## src/siu_pkg.sv

```systemverilog
// Purpose: Shared constants of the attention-line interrupt unit
// Assumes: 25 MHz system clock from the on-chip oscillator
// Notes: Flag and mask registers share one bit layout per address
package siu_pkg;

	// Register addresses of read-only accesses
	localparam logic [2:0] ADDR_WAKE_SUM = 3'h0;
	localparam logic [2:0] ADDR_FAULT_A = 3'h1;
	localparam logic [2:0] ADDR_FAULT_B = 3'h2;

	// Field layout, wake and summary register
	localparam int WAKE_W = 4;
	localparam int SUMMARY_BIT = 7;
	// Bits 0..3: bus wake, single-wire wake, local pin wake, periodic wake

	// Field layout, fault register A (all state-type)
	localparam int FA_W = 6;
	// Bits 0..5: prewarn, thermal shutdown, transceiver overheat,
	// bus failure, single-wire failure, third supply overcurrent

	// Field layout, fault register B
	localparam int FB_W = 5;
	localparam int FB_AUX_LOW = 0;
	localparam int FB_THIRD_LOW = 1;
	localparam int FB_SPI_BAD = 2;
	localparam int FB_RESET = 3;
	localparam int FB_GUARD = 4;
	localparam int FB_UV_W = 2;

	// Reset values
	localparam logic [7:0] MASK_RESET = 8'hFF;
	localparam logic [7:0] FLAG_RESET = 8'h00;

	// Timing
	localparam int OSC_FREQ_KHZ = 25000;
	localparam int OSC_TOL_PCT = 10;
	localparam int TIMEOUT_US = 6000;
	localparam int MIN_PULSE_US = 10;
	localparam int TIMEOUT_CYC = TIMEOUT_US * OSC_FREQ_KHZ / 1000;
	localparam int MIN_PULSE_CYC = (MIN_PULSE_US * OSC_FREQ_KHZ + 999) / 1000;
	localparam int CNT_W = 18;

	typedef enum logic [2:0] {
		SIU_IDLE = 3'b001,
		SIU_LOW = 3'b010,
		SIU_GAP = 3'b100
	} siu_state_e;

endpackage : siu_pkg

```

## src/siu_interrupt_unit.sv

```systemverilog
// Purpose: Attention-line interrupt unit with latched flags and masks
// Assumes: Source levels come from logic on sys_clk; only the pin is synced
// Notes: Attention pin is open drain; low is driven while attn_oe is high
// Overview of operation
// Unmasked active source pulls attention line low
// Mask blocks pin only; flag still set
// Supply undervoltage triggers on appear and disappear
// State flags latch until read, then follow
// Chip-failure and wake flags are pure events
// Register 0 read or timeout releases line
// Wake flags in register 0, cleared on read
// Summary flag points host to registers 1, 2
// Read clears event flags of that register
// Summary clears only when registers 1, 2 zero
// Before reset release, pin selects configuration
// No switch-off interrupt; switch-on raises flag
// Switch-on flag sticks while supply still low
// Release of undervoltage may interrupt again
// Reset source active only in development mode
// All timing from on-chip oscillator clock
// Host releases line by reading register 0
// Timeout bounds low time and activation spacing
// Low pulse lasts at least ten microseconds
// Restart re-enables every interrupt source
// Several sources before read give one pulse
module siu_interrupt_unit #(
	parameter int TIMEOUT_CYCLES = siu_pkg::TIMEOUT_CYC // Attention timeout in clocks
) (
	input wire logic sys_clk, // System clock, 25 MHz
	input wire logic rst, // Synchronous reset, active high
	input wire logic reset_line_n, // Reset output level, low during init
	input wire logic sw_dev_mode, // Software development mode active
	input wire logic restart_mode, // Chip in restart mode
	input wire logic bus_wake_flag, // Bus wake event
	input wire logic single_wire_wake_flag, // Single-wire bus wake event
	input wire logic local_pin_wake_flag, // Local wake pin event
	input wire logic periodic_wake_flag, // Periodic wake event
	input wire logic prewarn_temp, // Main supply thermal prewarning
	input wire logic thermal_shutdown_flag, // Aux supply over-temperature
	input wire logic bus_transceiver_overheat, // Transceiver over-temperature
	input wire logic bus_fault, // Bus transceiver failure
	input wire logic single_wire_fault_flag, // Single-wire transceiver failure
	input wire logic third_supply_overcurrent, // Third supply overcurrent
	input wire logic aux_supply_low_flag, // Aux supply undervoltage level
	input wire logic third_supply_low_flag, // Third supply undervoltage level
	input wire logic aux_supply_on, // Pulse: aux supply switched on
	input wire logic aux_supply_off, // Pulse: aux supply switched off
	input wire logic third_supply_on, // Pulse: third supply switched on
	input wire logic third_supply_off, // Pulse: third supply switched off
	input wire logic spi_frame_bad, // Pulse: corrupted serial frame
	input wire logic bad_guard_config_flag, // Pulse: bad watchdog setting
	input wire logic rd_only, // Pulse: read-only access
	input wire logic [2:0] rd_addr, // Register of the read-only access
	output logic [7:0] rd_data, // Read data, valid cycle after rd_only
	input wire logic mask_wr, // Pulse: mask register write
	input wire logic [2:0] mask_addr, // Mask register address
	input wire logic [7:0] mask_wdata, // Mask value, 1 enables the source
	input wire logic attn_in, // Attention pin level
	output logic attn_out, // Attention pin drive value
	output logic attn_oe, // Attention pin drive enable
	output logic cfg_alt // Configuration 2/4 selected
);
	import siu_pkg::*;

	localparam logic [CNT_W-1:0] TO_LAST = CNT_W'(TIMEOUT_CYCLES - 1);
	localparam logic [CNT_W-1:0] MIN_LAST = CNT_W'(MIN_PULSE_CYC - 1);

	function automatic logic [7:0] rising(input logic [7:0] now, input logic [7:0] was);
		rising = now & ~was;
	endfunction : rising

	siu_state_e state;
	logic [CNT_W-1:0] cnt;
	logic pend, rel_req;
	logic pin_meta, pin_sync;
	logic [1:0] supply_en;
	logic [WAKE_W-1:0] wk_now, wk_q, wk_rise, f0, m0;
	logic [FA_W-1:0] fa_now, fa_q, fa_rise, f1, m1;
	logic [FB_W-1:0] fb_now, fb_q, fb_rise, fb_trig, f2, m2;
	logic [FB_UV_W-1:0] uv_eff, uv_fall, sup_on, sup_off;
	logic rd0, rd1, rd2, summary, trig, active;
	logic [7:0] next_rd_data;

	assign active = reset_line_n;
	assign rd0 = rd_only && rd_addr == ADDR_WAKE_SUM;
	assign rd1 = rd_only && rd_addr == ADDR_FAULT_A;
	assign rd2 = rd_only && rd_addr == ADDR_FAULT_B;
	assign sup_on = {third_supply_on, aux_supply_on};
	assign sup_off = {third_supply_off, aux_supply_off};
	assign uv_eff = {third_supply_low_flag, aux_supply_low_flag} & supply_en;

	assign wk_now = {periodic_wake_flag, local_pin_wake_flag, single_wire_wake_flag,
		bus_wake_flag};
	assign fa_now = {third_supply_overcurrent, single_wire_fault_flag, bus_fault,
		bus_transceiver_overheat, thermal_shutdown_flag, prewarn_temp};
	assign fb_now = {bad_guard_config_flag, ~reset_line_n & sw_dev_mode, spi_frame_bad,
		uv_eff};

	assign wk_rise = WAKE_W'(rising(8'(wk_now), 8'(wk_q)));
	assign fa_rise = FA_W'(rising(8'(fa_now), 8'(fa_q)));
	assign fb_rise = FB_W'(rising(8'(fb_now), 8'(fb_q)));
	assign uv_fall = FB_UV_W'(rising(8'(fb_q[FB_UV_W-1:0]), 8'(uv_eff))) & supply_en;
	assign fb_trig = fb_rise | {3'b000, uv_fall | sup_on};
	assign trig = active && (|(wk_rise & m0) || |(fa_rise & m1) || |(fb_trig & m2));
	assign summary = |f1 || |f2;

	// Previous source levels for edge detection
	always_ff @(posedge sys_clk) begin
		if (rst) begin
			wk_q <= '0;
			fa_q <= '0;
			fb_q <= '0;
		end else begin
			wk_q <= wk_now;
			fa_q <= fa_now;
			fb_q <= fb_now;
		end
	end

	// Supply enable tracking, switch-off hides undervoltage
	always_ff @(posedge sys_clk) begin
		if (rst) begin
			supply_en <= '0;
		end else begin
			supply_en <= (supply_en & ~sup_off) | sup_on;
		end
	end

	// Wake flags: events, cleared by register 0 read, set wins
	always_ff @(posedge sys_clk) begin
		if (rst) begin
			f0 <= WAKE_W'(FLAG_RESET);
		end else begin
			f0 <= wk_rise | (f0 & ~{WAKE_W{rd0}});
		end
	end

	// Fault A flags: latched at event, follow state after read
	always_ff @(posedge sys_clk) begin
		if (rst) begin
			f1 <= FA_W'(FLAG_RESET);
		end else begin
			f1 <= fa_rise | (rd1 ? fa_now : f1);
		end
	end

	// Fault B flags: supply lows latch, others are events
	always_ff @(posedge sys_clk) begin
		if (rst) begin
			f2 <= FB_W'(FLAG_RESET);
		end else begin
			f2[FB_UV_W-1:0] <= fb_rise[FB_UV_W-1:0] | sup_on
				| (rd2 ? uv_eff : f2[FB_UV_W-1:0]);
			f2[FB_W-1:FB_UV_W] <= fb_rise[FB_W-1:FB_UV_W]
				| (f2[FB_W-1:FB_UV_W] & ~{(FB_W-FB_UV_W){rd2}});
		end
	end

	// Masks, re-enabled on restart
	always_ff @(posedge sys_clk) begin
		if (rst || restart_mode) begin
			m0 <= WAKE_W'(MASK_RESET);
			m1 <= FA_W'(MASK_RESET);
			m2 <= FB_W'(MASK_RESET);
		end else if (mask_wr) begin
			if (mask_addr == ADDR_WAKE_SUM) m0 <= mask_wdata[WAKE_W-1:0];
			if (mask_addr == ADDR_FAULT_A) m1 <= mask_wdata[FA_W-1:0];
			if (mask_addr == ADDR_FAULT_B) m2 <= mask_wdata[FB_W-1:0];
		end
	end

	always_comb begin
		next_rd_data = 8'h00;
		unique case (rd_addr)
			ADDR_WAKE_SUM: begin
				next_rd_data[WAKE_W-1:0] = f0;
				next_rd_data[SUMMARY_BIT] = summary;
			end
			ADDR_FAULT_A: next_rd_data[FA_W-1:0] = f1;
			ADDR_FAULT_B: next_rd_data[FB_W-1:0] = f2;
			default: next_rd_data = 8'h00;
		endcase
	end

	always_ff @(posedge sys_clk) begin
		if (rst) begin
			rd_data <= 8'h00;
		end else if (rd_only) begin
			rd_data <= next_rd_data;
		end
	end

	// Pin synchroniser and configuration strap during init
	always_ff @(posedge sys_clk) begin
		if (rst) begin
			pin_meta <= 1'b0;
			pin_sync <= 1'b0;
		end else begin
			pin_meta <= attn_in;
			pin_sync <= pin_meta;
		end
	end

	always_ff @(posedge sys_clk) begin
		if (rst) begin
			cfg_alt <= 1'b0;
		end else if (!reset_line_n) begin
			cfg_alt <= pin_sync;
		end
	end

	// Pending interrupt; merged into the pulse only before the release read
	always_ff @(posedge sys_clk) begin
		if (rst) begin
			pend <= 1'b0;
		end else begin
			pend <= (trig && (state == SIU_GAP || (state == SIU_LOW && (rel_req || rd0)))) ||
				(pend && (state != SIU_IDLE || !active));
		end
	end

	// Release request from a register 0 read
	always_ff @(posedge sys_clk) begin
		if (rst || state != SIU_LOW) begin
			rel_req <= 1'b0;
		end else if (rd0) begin
			rel_req <= 1'b1;
		end
	end

	// Attention sequencer; cnt runs from activation start
	always_ff @(posedge sys_clk) begin
		if (rst) begin
			state <= SIU_IDLE;
			cnt <= '0;
		end else begin
			unique case (state)
				SIU_IDLE: begin
					cnt <= '0;
					if (active && (pend || trig)) state <= SIU_LOW;
				end
				SIU_LOW: begin
					cnt <= cnt + 1'b1;
					if ((rel_req && cnt >= MIN_LAST) || cnt >= TO_LAST) begin
						state <= SIU_GAP;
					end
				end
				SIU_GAP: begin
					cnt <= cnt + 1'b1;
					if (cnt >= TO_LAST) state <= SIU_IDLE;
				end
			endcase
		end
	end

	assign attn_out = 1'b0;
	always_ff @(posedge sys_clk) begin
		if (rst) begin
			attn_oe <= 1'b0;
		end else begin
			attn_oe <= (state == SIU_IDLE && active && (pend || trig)) ||
				(state == SIU_LOW && !((rel_req && cnt >= MIN_LAST) || cnt >= TO_LAST));
		end
	end
endmodule : siu_interrupt_unit

```

## config.mk

```make
export PLATFORM = sky130hd
export DESIGN_NAME = siu_interrupt_unit
export DESIGN_NICKNAME = d
export VERILOG_FILES = /design/src/siu_pkg.sv /design/src/siu_interrupt_unit.sv
export SDC_FILE = /design/constraint.sdc
export NUM_CORES = 1
export LEC_CHECK = 0
export CORE_MARGIN = 2
export CORE_UTILIZATION = 62
export CTS_CLUSTER_DIAMETER = 60
export DETAILED_ROUTE_END_ITERATION = 12
export DONT_BUFFER_PORTS = 1
export GPL_ROUTABILITY_DRIVEN = 0
export GPL_TIMING_DRIVEN = 0
export PLACE_DENSITY = 0.81
export SKIP_CTS_REPAIR_TIMING = 1
export SYNTH_ARGS = -nofsm -noshare
export SYNTH_HDL_FRONTEND = slang
export SYNTH_SLANG_ARGS = --single-unit
```

## constraint.sdc

```tcl
create_clock -name sys_clk -period 2.12 [get_ports sys_clk]
set_input_delay 0.106 -clock sys_clk [delete_from_list [all_inputs] [get_ports sys_clk]]
set_output_delay 0.106 -clock sys_clk [all_outputs]
set_load 0.005 [all_outputs]
```

== After elaboration in Yosys (flattened, before gate mapping) ==
Index checks and enable logic that the tools add are counted.
Word-level totals
  bits in registers: 81
  latch bits: 0
  RAM bits: 0
  bits in read-only memories: 0
  bits of input ports: 40
  output and inout port bits: 11
  word-level logic and storage cells: 112
  memories kept: 0
Operators by class
  add/subtract/negate cells: 1
  multiply operators: 0
  divide/modulo/power cells: 0
  $lt $le $gt $ge: 2
  equal/unequal tests: 12
  shift operators: 0
  muxes and demuxes: 11
  bitwise operators: 29
  reductions and logical operators: 38
Operators with widths (count)
  $pmux 18 s2: 1
  $add 18x1->18 const B: 1
  $ge 18x18->1 const B: 1
  $ge 18x8->1 const B: 1
  $and 4x4->4: 3
  $and 6x6->6: 2
  $logic_and 1x1->1: 12
  $logic_or 1x1->1: 12
  $pmux 4 s3: 1
  $reduce_or 6->1: 2
  $and 5x5->5: 2
  $reduce_or 5->1: 2
  $eq 3x1->1 const B: 3
  $eq 3x2->1 const B: 3
  $mux 3: 3
  $pmux 3 s3: 1
  $and 2x2->2: 4
  $not 4->4: 2
  $or 2x2->2: 4
  $logic_not 3->1: 2
  $mux 6: 1
  $not 6->6: 1
  $or 6x6->6: 1
  $reduce_and 2->1: 3
  21 further kinds: 25

== Depth between registers and ports, before layout ==
Gate-level depths: netlist (run 1).
  depth in word-level cells: 14
  gate-level depth with buffers: 8
  gate-level depth less buffers: 8

== Worst setup path before layout (run 1) ==
OpenSTA, ideal clock, no wires.
  path kind: flip-flop to flip-flop
  from: register cnt[0]
  to: register state[1]
  library setup time: 0.103 ns
  arrival time: 1.525 ns
  required time: 2.017 ns
  setup slack: 0.492 ns
  stages on the path, launching flop included: 7
  path buffers: 0
  clock period less this slack: 1.628 ns
  cells stage by stage: dfxtp_1 -> ha_1 -> a31oi_1 -> o21ai_1 -> a41oi_1 -> a211oi_1 -> a2111oi_2
Between the ends
  word-level cells in the longest chain between the ends: 5
  elaborated cells between the ends (all ways): 7
  those cells by class: 2 x order compare; 2 x eq/ne; 3 x reduce/logical
Ends and longest elaborated chain
  start: declaration: RTL line siu_interrupt_unit.sv:73  | logic [CNT_W-1:0] cnt;
  start signal: assignment: RTL line siu_interrupt_unit.sv:243  | cnt <= cnt + 1'b1;
  start signal: assignment: RTL line siu_interrupt_unit.sv:249  | cnt <= cnt + 1'b1;
  $ge 18x8->1: RTL line siu_interrupt_unit.sv:244  | if ((rel_req && cnt >= MIN_LAST) || cnt >= TO_LAST) begin
  $logic_and 1x1->1: RTL line siu_interrupt_unit.sv:244
  $logic_or 1x1->1: RTL line siu_interrupt_unit.sv:244
  $ne 2x2->1 (no source line)
  $reduce_and 3->1 (no source line) *
  end signal: assignment: RTL line siu_interrupt_unit.sv:240  | if (active && (pend || trig)) state <= SIU_LOW;
  end signal: assignment: RTL line siu_interrupt_unit.sv:245  | state <= SIU_GAP;
  end signal: assignment: RTL line siu_interrupt_unit.sv:250  | if (cnt >= TO_LAST) state <= SIU_IDLE;
  end: declaration: RTL line siu_interrupt_unit.sv:72  | siu_state_e state;
Every way passes the cells marked *; elsewhere a longest branch is shown, timed or not.
A chain may end at the register's enable or synchronous reset.

== Final worst setup path (run 1) ==
Ends and elaborated chain as after synthesis.

==> summary.txt, run 1 <==
status = finished, violations left
violated checks = hold timing
hpwl dp = 5.348 mm
Die W = 77.68 µm
sequential area share after synthesis = 48.18%
crit path capture type = register
Clock Skews = 0.008258 ns
global-route wire length before repair = 11.83 mm
CORE AREA = 0.005172 mm²
via count = 2834
initial cell density of the core = 65.07%
clock slew at reported path FFs = 0.08 ns
full die area = 0.006034 mm²
vias per inst = 5.702
TritonCTS clock tree = done
area grow syn2layout = 19.44%
cell with the most instances after synthesis = dfxtp_1
setup TNS = 0 ns
minimum clock period = 1.965 ns
startpoint types = register
reg-to-reg startpoint = cnt[0]
grt met3 use = 6.163%
Worst EP arrival = 2.22 ns
number of global-route vias before repair = 2542
hold wc startpoint = aux_supply_off
Hold Path Cell Cnt = 3
fin worst setup slack = 0.1545 ns
I/O Pins = 51
initial antenna violation count = 0
hold path endpoint = supply_en[0]
register-to-register setup slack = 0.15 ns
PortBufs = 0
initial drt markers = 227
largest net degree at the start of global routing = 15
Die Height = 77.68 µm
CTS max path bufs = 2
fmax = 508.8 MHz
Power Density = 808.6 mW/mm²
ratio of cells with drive above 1 in the final layout = 6.792%
nets@finish = 465
H-tree levels = 3
clock sink count = 81
total congestion overflow = 0
library cells used by synthesis = 49
crit path max fanout = 5
unrepaired setup endpoints after global routing = false
Hold Fails Final Rpt = 2
routed wire length = 7.893 mm
pre-CTS setup slack = 0.2360 ns
Tot GR Track Use = 24.90%
GR Util met2 = 39.14%
dominant synthesized flop cell = dfxtp_1
M1 GR Usage = 32.86%
commonest cells in the netlist = dfxtp_1, nor2_1, nand2_1, nor2b_1, mux2i_1
fin util = 77.72%
Tcrit/Tclk final = 92.71%
worst min path class = primary input to register
post-synthesis cell count = 379
maximum VDD drop = 527.5 µV
Final setup viols = 0
worst setup path class = register to register
GRT busiest layer = met2
ANT cells = 0
largest area contributor in the netlist = dfxtp_1
Synth async-reset ratio = 0%
insertion delay to the later sink of the worst-skew pair = 0.36 ns
Synth area leaders = dfxtp_1, nor2_1, mux2i_1, nand2_1, nor2b_1
top-area cell type share of the netlist area = 48.18%
yosys warns = 0
Worst R2R Path Depth = 6
WL per Instance = 15.88 µm
Final Slew Violations = 0
worst-margin pin slew = 0.5546 ns
leakage = 1.525 nW
Routed Antenna Nets = 0
max cap viols = 0
Post-synth EDFFs = 0
Initial DRT Pass Iterations = 6
syn avg cell area = 8.881 µm²
Critical R2R Capture = state[1]
relative slew slack = 62.86%
total CTS buffers = 9
Syn Std Cell Area = 0.003366 mm²
Pwr Total = 0.003251 W
Cell Rows = 26
Synth Register Bits = 81
Worst Path Required = 2.37 ns
Root Driver = clkbuf_8
DRC violations left = 0
WHS = -0.04478 ns
## cell usage in the layout (no fill, tap or decap), types with 2 or more instances in the layout
cell and count:
clkinv_4 2, nor3b_2 2, nor2b_1 22, dlygate4sd3_1 31, xnor2_1 9, a22oi_1 13, nand3b_1 10, conb_1 2
a21oi_1 16, a211oi_1 4, or2_1 2, bufinv_16 3, buf_4 2, nor3_1 3, nand2_1 40, clkbuf_8 10
xor2_1 9, nor2_1 66, nor4_1 4, ha_1 3, inv_1 11, clkbuf_1 10, dfxtp_1 81, nand3_1 7
nand2b_1 5, buf_2 2, mux2i_1 20, nand4_1 6, o21ai_0 6, a31oi_1 2
## critical path, stage by stage, from the launching register on
cell and delay (ns):
dfxtp_1 0.37, ha_1 0.28, a31oi_1 0.18, o21ai_1 0.09, a41oi_1 0.41, a211oi_1 0.19, a2111oi_2 0.35
## state kept, by name (all words and copies together), names as in the netlist, 2 cells and up
signal,flops
m2,5
f1,6
fb_q,5
wk_q,4
supply_en,2
f0,4
cnt,18
fa_q,6
rd_data,7
m0,4
m1,6
state,3
f2,5
## per-stage QoR
stage	cell area (µm²)	instances
CTS	3710	466
global route	4020	497
global placement	3457	450
floorplan	3369	380
finish	4020	497
detailed placement	3457	450
## report_power, final
group | switching [W] | internal [W]
clock | 0.000570 | 0.000818
combinational | 0.000129 | 0.000123
sequential | 0.0000382 | 0.00157
## final cells by class
cell class | instances | area, µm²
multi-input combinational | 274 | 1644
sequential | 81 | 1622
fill | 355 | 1152
timing repair buffer | 31 | 310.3
clock buffer | 10 | 137.6
clock inverter | 6 | 115.1
tap | 70 | 87.58
buffer | 14 | 62.56
inverter | 11 | 41.29
## worst max path at each step
stage / startpoint / to / slack, ns / cells after the start
detailed placement: cnt[0] / state[1] / 0.24 / 6
global route: cnt[0] / state[1] / 0.004 / 7
finish: cnt[0] / state[1] / 0.15 / 6
floorplan: cnt[0] / state[1] / 0.49 / 6
global placement: cnt[0] / state[1] / 0.30 / 6
CTS: cnt[0] / state[1] / 0.21 / 6
## routing by layer
layer | part of all wire, % | routed length [µm] | up-vias
met4 | 2.2 | 172 | 0
met2 | 47 | 3686 | 118
li1 | - | - | 1374
met1 | 45 | 3530 | 1321
met5 | 0 | 0 | -
met3 | 6.4 | 505 | 21
## kinds of logic (layout without fill, tap and decap cells)
group | count (synthesis) | count (layout) | share of synthesized area, %
and+or+nand+nor | 174 | 174 | 25.13
DFF | 81 | 81 | 48.18
AOI/OAI and AO/OA | 57 | 57 | 11.75
buffers and inverters | 25 | 72 | 3.086
muxes | 20 | 20 | 5.948
xor gates and xnor gates | 18 | 18 | 4.684
adders and majority gates | 3 | 3 | 1.115
other | 1 | 2 | 0.1114
No activity file was read; power rests on OpenSTA's default activity.
==> run 2: changes to the inputs <==
- CORE_ASPECT_RATIO: default -> 0.75
==> summary.txt, run 2 (synthesis results as in run 1) <==
Final setup viols = 0
hpwl dp = 5.518 mm
I/O Pins = 51
status = finished clean
worst-margin pin slew = 0.5634 ns
Die Height = 67.81 µm
initial drt markers = 265
relative slew slack = 62.44%
total congestion overflow = 0
fin util = 74.29%
maximum VDD drop = 609.4 µV
Tot GR Track Use = 25.50%
largest reg by FF count = cnt
vias per inst = 5.624
CORE AREA = 0.005295 mm²
initial cell density of the core = 63.56%
Root Driver = clkbuf_8
startpoint types = register
initial antenna violation count = 0
Tcrit/Tclk final = 94.35%
clock sink count = 81
Top delay family on crit path = compound AO/OA/AOI/OAI gates
commonest non-fill, non-tap cell in the layout = dfxtp_1
largest net degree at the start of global routing = 13
nets@finish = 464
max cap viols = 0
Worst Path Required = 2.40 ns
via count = 2812
DRC violations left = 0
placed inst area = 0.003463 mm²
worst setup path class = register to register
Worst EP arrival = 2.28 ns
CTS max path bufs = 2
worst min path class = primary input to register
slowest CP cell = a211oi_1
routed wire length = 7.903 mm
crit path max fanout = 5
WL per Instance = 15.81 µm
unrepaired setup endpoints after global routing = false
PortBufs = 0
Pwr Total = 0.002843 W
Worst Path Buf+Inv = 0
Die W = 89.08 µm
setup TNS = 0 ns
slowest stage delay, CP = 0.47 ns
ANT cells = 0
Routed Antenna Nets = 0
clock slew at reported path FFs = 0.08 ns
number of global-route vias before repair = 2448
Final Slew Violations = 0
fmax = 499.9 MHz
TritonCTS clock tree = done
Cell Rows = 23
minimum clock period = 2.000 ns
leakage = 1.486 nW
crit path capture type = register
Largest regs = cnt x18, rd_data x7
total CTS buffers = 9
fin area = 0.003934 mm²
max FFs per register = 18
Cell Chain, Critical Path = ha_1, a31oi_1, o21ai_1, a41oi_2, a211oi_1, a21oi_1, nor2_1
full die area = 0.006040 mm²
Initial DRT Pass Iterations = 5
insertion delay to the later sink of the worst-skew pair = 0.35 ns
H-tree levels = 3
commonest non-fill, non-tap cells in the layout = dfxtp_1, nor2_1, nand2_1
Clock Skews = 0.008419 ns
Power Density = 722.7 mW/mm²
Hold Fails Final Rpt = 0
ratio of cells with drive above 1 in the final layout = 6.353%
WHS = 0.001952 ns
area grow syn2layout = 16.88%
global-route wire length before repair = 11.47 mm
[run 2: cell types whose count changed in the layout (fill, tap and decap cells not counted), sizes merged]
cell and change:
bufinv -3, clkbuf +2, dlygate4sd3 -1
[run 2: layer usage]
metal | part of all wire (%) | track usage, % | vias up
met2 | 44 | 37.87 | 90
met5 | 0 | 0 | -
li1 | - | - | 1375
met4 | 1.4 | 8.209 | 0
met1 | 47 | 35.75 | 1334
met3 | 7.2 | 7.841 | 13
[run 2: worst paths after layout]
check | from | to | slack (ns) | cells past startpoint
setup / recovery | cnt[0] | state[2] | 0.12 | 7
hold / removal | reset_line_n | state[0] | 0.002 | 3
setup reg to reg | cnt[0] | state[2] | 0.12 | 7
hold reg to reg | pin_meta | pin_sync | 0.46 | 1
[run 2: metrics by stage]
step	std cells	worst slack, ns
2_1_floorplan	380	0.4920
3_3_place_gp	455	0.1957
3_5_place_dp	455	0.09031
4_1_cts	470	0.07072
5_1_grt	500	0.0006182
6_report	500	0.1198
[run 2: area by class of cell]
class                      instances  area (µm²)
sequential                        81        1622
clock inverter                     3       17.52
buffer                            14       62.56
timing repair buffer              30       300.3
multi-input combinational        274        1652
inverter                          11       41.29
tap                               75       93.84
fill                             407        1361
clock buffer                      12       145.1
[run 2: power breakdown]
part / internal [W] / switching, W
Clock: 0.000448 / 0.000533
Combinational: 0.000123 / 0.000129
Sequential: 0.00157 / 0.0000370
[run 2: worst min-delay path: cells and delay by family]
family | cells | cell delay [ns]
and+or+nand+nor | 2 | 0.08
AOI/OAI and AO/OA | 1 | 0.12
==> run 3: changes to the inputs <==
- ABC_AREA: default -> 1
- CORE_UTILIZATION: 62 -> 63
- PLACE_DENSITY: 0.81 -> 0.82
==> summary.txt, run 3 <==
register-to-register setup slack = 0.20 ns
Die W = 91.30 µm
Initial DRT Pass Iterations = 5
initial cell density of the core = 66.21%
clock power share = 34.0%
worst min path class = primary input to register
hpwl dp = 5.960 mm
Cell Rows = 23
cell with the most instances after synthesis = nand2_1
area occupied by multi-input gates = 0.001627 mm²
Power Density = 706.0 mW/mm²
fmax = 519.9 MHz
DRC violations left = 0
WL per Instance = 13.78 µm
minimum clock period = 1.923 ns
commonest cells in the netlist = nand2_1, dfxtp_1, inv_1, nor2_1, nand3_1
Synth area leaders = dfxtp_1, nand2_1, inv_1, nand3_1, nor2_1
reg-to-reg startpoint = cnt[0]
clock slew at reported path FFs = 0.08 ns
worst-margin pin slew = 0.6494 ns
Hold Fails Final Rpt = 5
vias per inst = 5.324
post-synthesis cell count = 514
commonest non-fill, non-tap cells in the layout = nand2_1, dfxtp_1, inv_1
Critical R2R Capture = cnt[14]
violated checks = hold timing
clock sink count = 81
dominant synthesized flop cell = dfxtp_1
Syn Std Cell Area = 0.003601 mm²
PortBufs = 0
startpoint types = register
switching part of the total power = 26.61%
max cap viols = 0
Synth async-reset ratio = 0%
Root Driver = clkbuf_8
insertion delay to the later sink of the worst-skew pair = 0.36 ns
switching power = 0.0007850 W
largest reg by FF count = cnt
top-area cell type share of the netlist area = 45.03%
number of global-route vias before repair = 2787
Worst R2R Path Depth = 10
Cell Int Power = 0.002166 W
Routed Antenna Nets = 0
WHS = -0.01568 ns
TritonCTS clock tree = done
combinational share of power = 10.7%
max FFs per register = 18
ratio of cells with drive above 1 in the final layout = 7.665%
ANT cells = 0
area grow syn2layout = 16.05%
Synth Register Bits = 81
Tcrit/Tclk final = 90.73%
Largest regs = cnt x18, rd_data x7
Clock Skews = 0.006826 ns
leakage = 1.833 nW
H-tree levels = 3
Tot GR Track Use = 26.23%
Reg area = 0.001622 mm²
Worst Path Required = 2.37 ns
library cells used by synthesis = 35
maximum VDD drop = 316.6 µV
Die Height = 69.48 µm
largest net degree at the start of global routing = 14
yosys warns = 0
Post-synth EDFFs = 0
Worst EP arrival = 2.17 ns
routed wire length = 8.766 mm
syn avg cell area = 7.006 µm²
status = finished, violations left
hold wc startpoint = bad_guard_config_flag
nets@finish = 600
initial drt markers = 312
full die area = 0.006343 mm²
I/O Pins = 51
unrepaired setup endpoints after global routing = false
global-route wire length before repair = 13.00 mm
hold path endpoint = f2[4]
Seq pwr share = 55.3%
sequential area share after synthesis = 45.03%
total congestion overflow = 0
total CTS buffers = 9
CORE AREA = 0.005439 mm²
Final Slew Violations = 0
crit path capture type = register
largest area contributor in the netlist = dfxtp_1
commonest non-fill, non-tap cell in the layout = nand2_1
relative slew slack = 56.37%
setup TNS = 0 ns
Fill cells = 395
CTS max path bufs = 2
via count = 3386
Hold Path Cell Cnt = 2
crit path max fanout = 7
initial antenna violation count = 0
Final setup viols = 0
worst setup path class = register to register
[run 3: kinds of logic after synthesis]
logic type / count (synthesis) / share of synthesized area (%)
simple gates: 278 / 35.13
other cells: 1 / 0.1041
flops: 81 / 45.03
buf+inv: 93 / 9.903
compound gates: 56 / 8.304
xor+xnor: 2 / 0.4865
fa+ha+maj: 3 / 1.043
[run 3: critical path, cell delays in order (launching register included)]
cell and delay (ns):
dfxtp_1 0.45, ha_1 0.22, inv_1 0.08, nor2_2 0.16, inv_2 0.07, nor2_2 0.13, nand3_2 0.11, nor4_2 0.26
nand2_1 0.14, nor2_1 0.14, nor3b_2 0.05
[run 3: worst max-delay path by stage]
stage           start      end  slack, ns  cells after the start
2_1_floorplan  cnt[0]  cnt[14]       0.53                     10
3_3_place_gp   cnt[0]  cnt[14]       0.30                     10
3_5_place_dp   cnt[0]  cnt[14]       0.27                     10
4_1_cts        cnt[0]  cnt[14]       0.22                     10
5_1_grt        cnt[0]  cnt[14]      0.006                     10
6_report       cnt[0]  cnt[14]       0.20                     10
[run 3: per-layer routing]
metal  share of wire, %  wire, µm  vias up  track usage (%)
met5                  0         0        -                0
met4               0.97        85        0            7.407
met3                 10       904       12            10.11
met2                 45      3926      149            36.95
met1                 44      3850     1516            37.43
li1                   -         -     1709                -
[run 3: through the flow]
stage / setup slack (ns) / total power (W) / std cells / area [µm²] / util (%)
2_1_floorplan: 0.5271 / 0.001854 / 515 / 3605 / -
3_3_place_gp: 0.3026 / 0.001905 / 590 / 3699 / 68.00
3_5_place_dp: 0.2719 / 0.001916 / 590 / 3699 / 68.00
4_1_cts: 0.2176 / 0.002898 / 605 / 3869 / 71.13
5_1_grt: 0.005608 / 0.003080 / 636 / 4179 / 76.83
6_report: 0.1966 / 0.002951 / 636 / 4179 / 76.83
[run 3: final cells by class]
class,count,share of cell area (%)
Timing Repair Buffer,31,7.425
Sequential cell,81,38.80
Tap cell,75,2.246
Inverter,83,7.455
Clock inverter,4,0.6886
Multi-Input combinational cell,341,38.92
Buffer,10,1.078
Clock buffer,11,3.383
[run 3: power by group through the flow]
| stage | clock, W | combinational, W | sequential (W) |
|---|---|---|---|
| finish | 0.00100 | 0.000315 | 0.00163 |
| global route | 0.00108 | 0.000356 | 0.00164 |
| CTS | 0.00102 | 0.000254 | 0.00163 |
| floorplan | 0 | 0.000201 | 0.00165 |
| global placement | 0 | 0.000243 | 0.00166 |
| detailed placement | 0 | 0.000252 | 0.00166 |
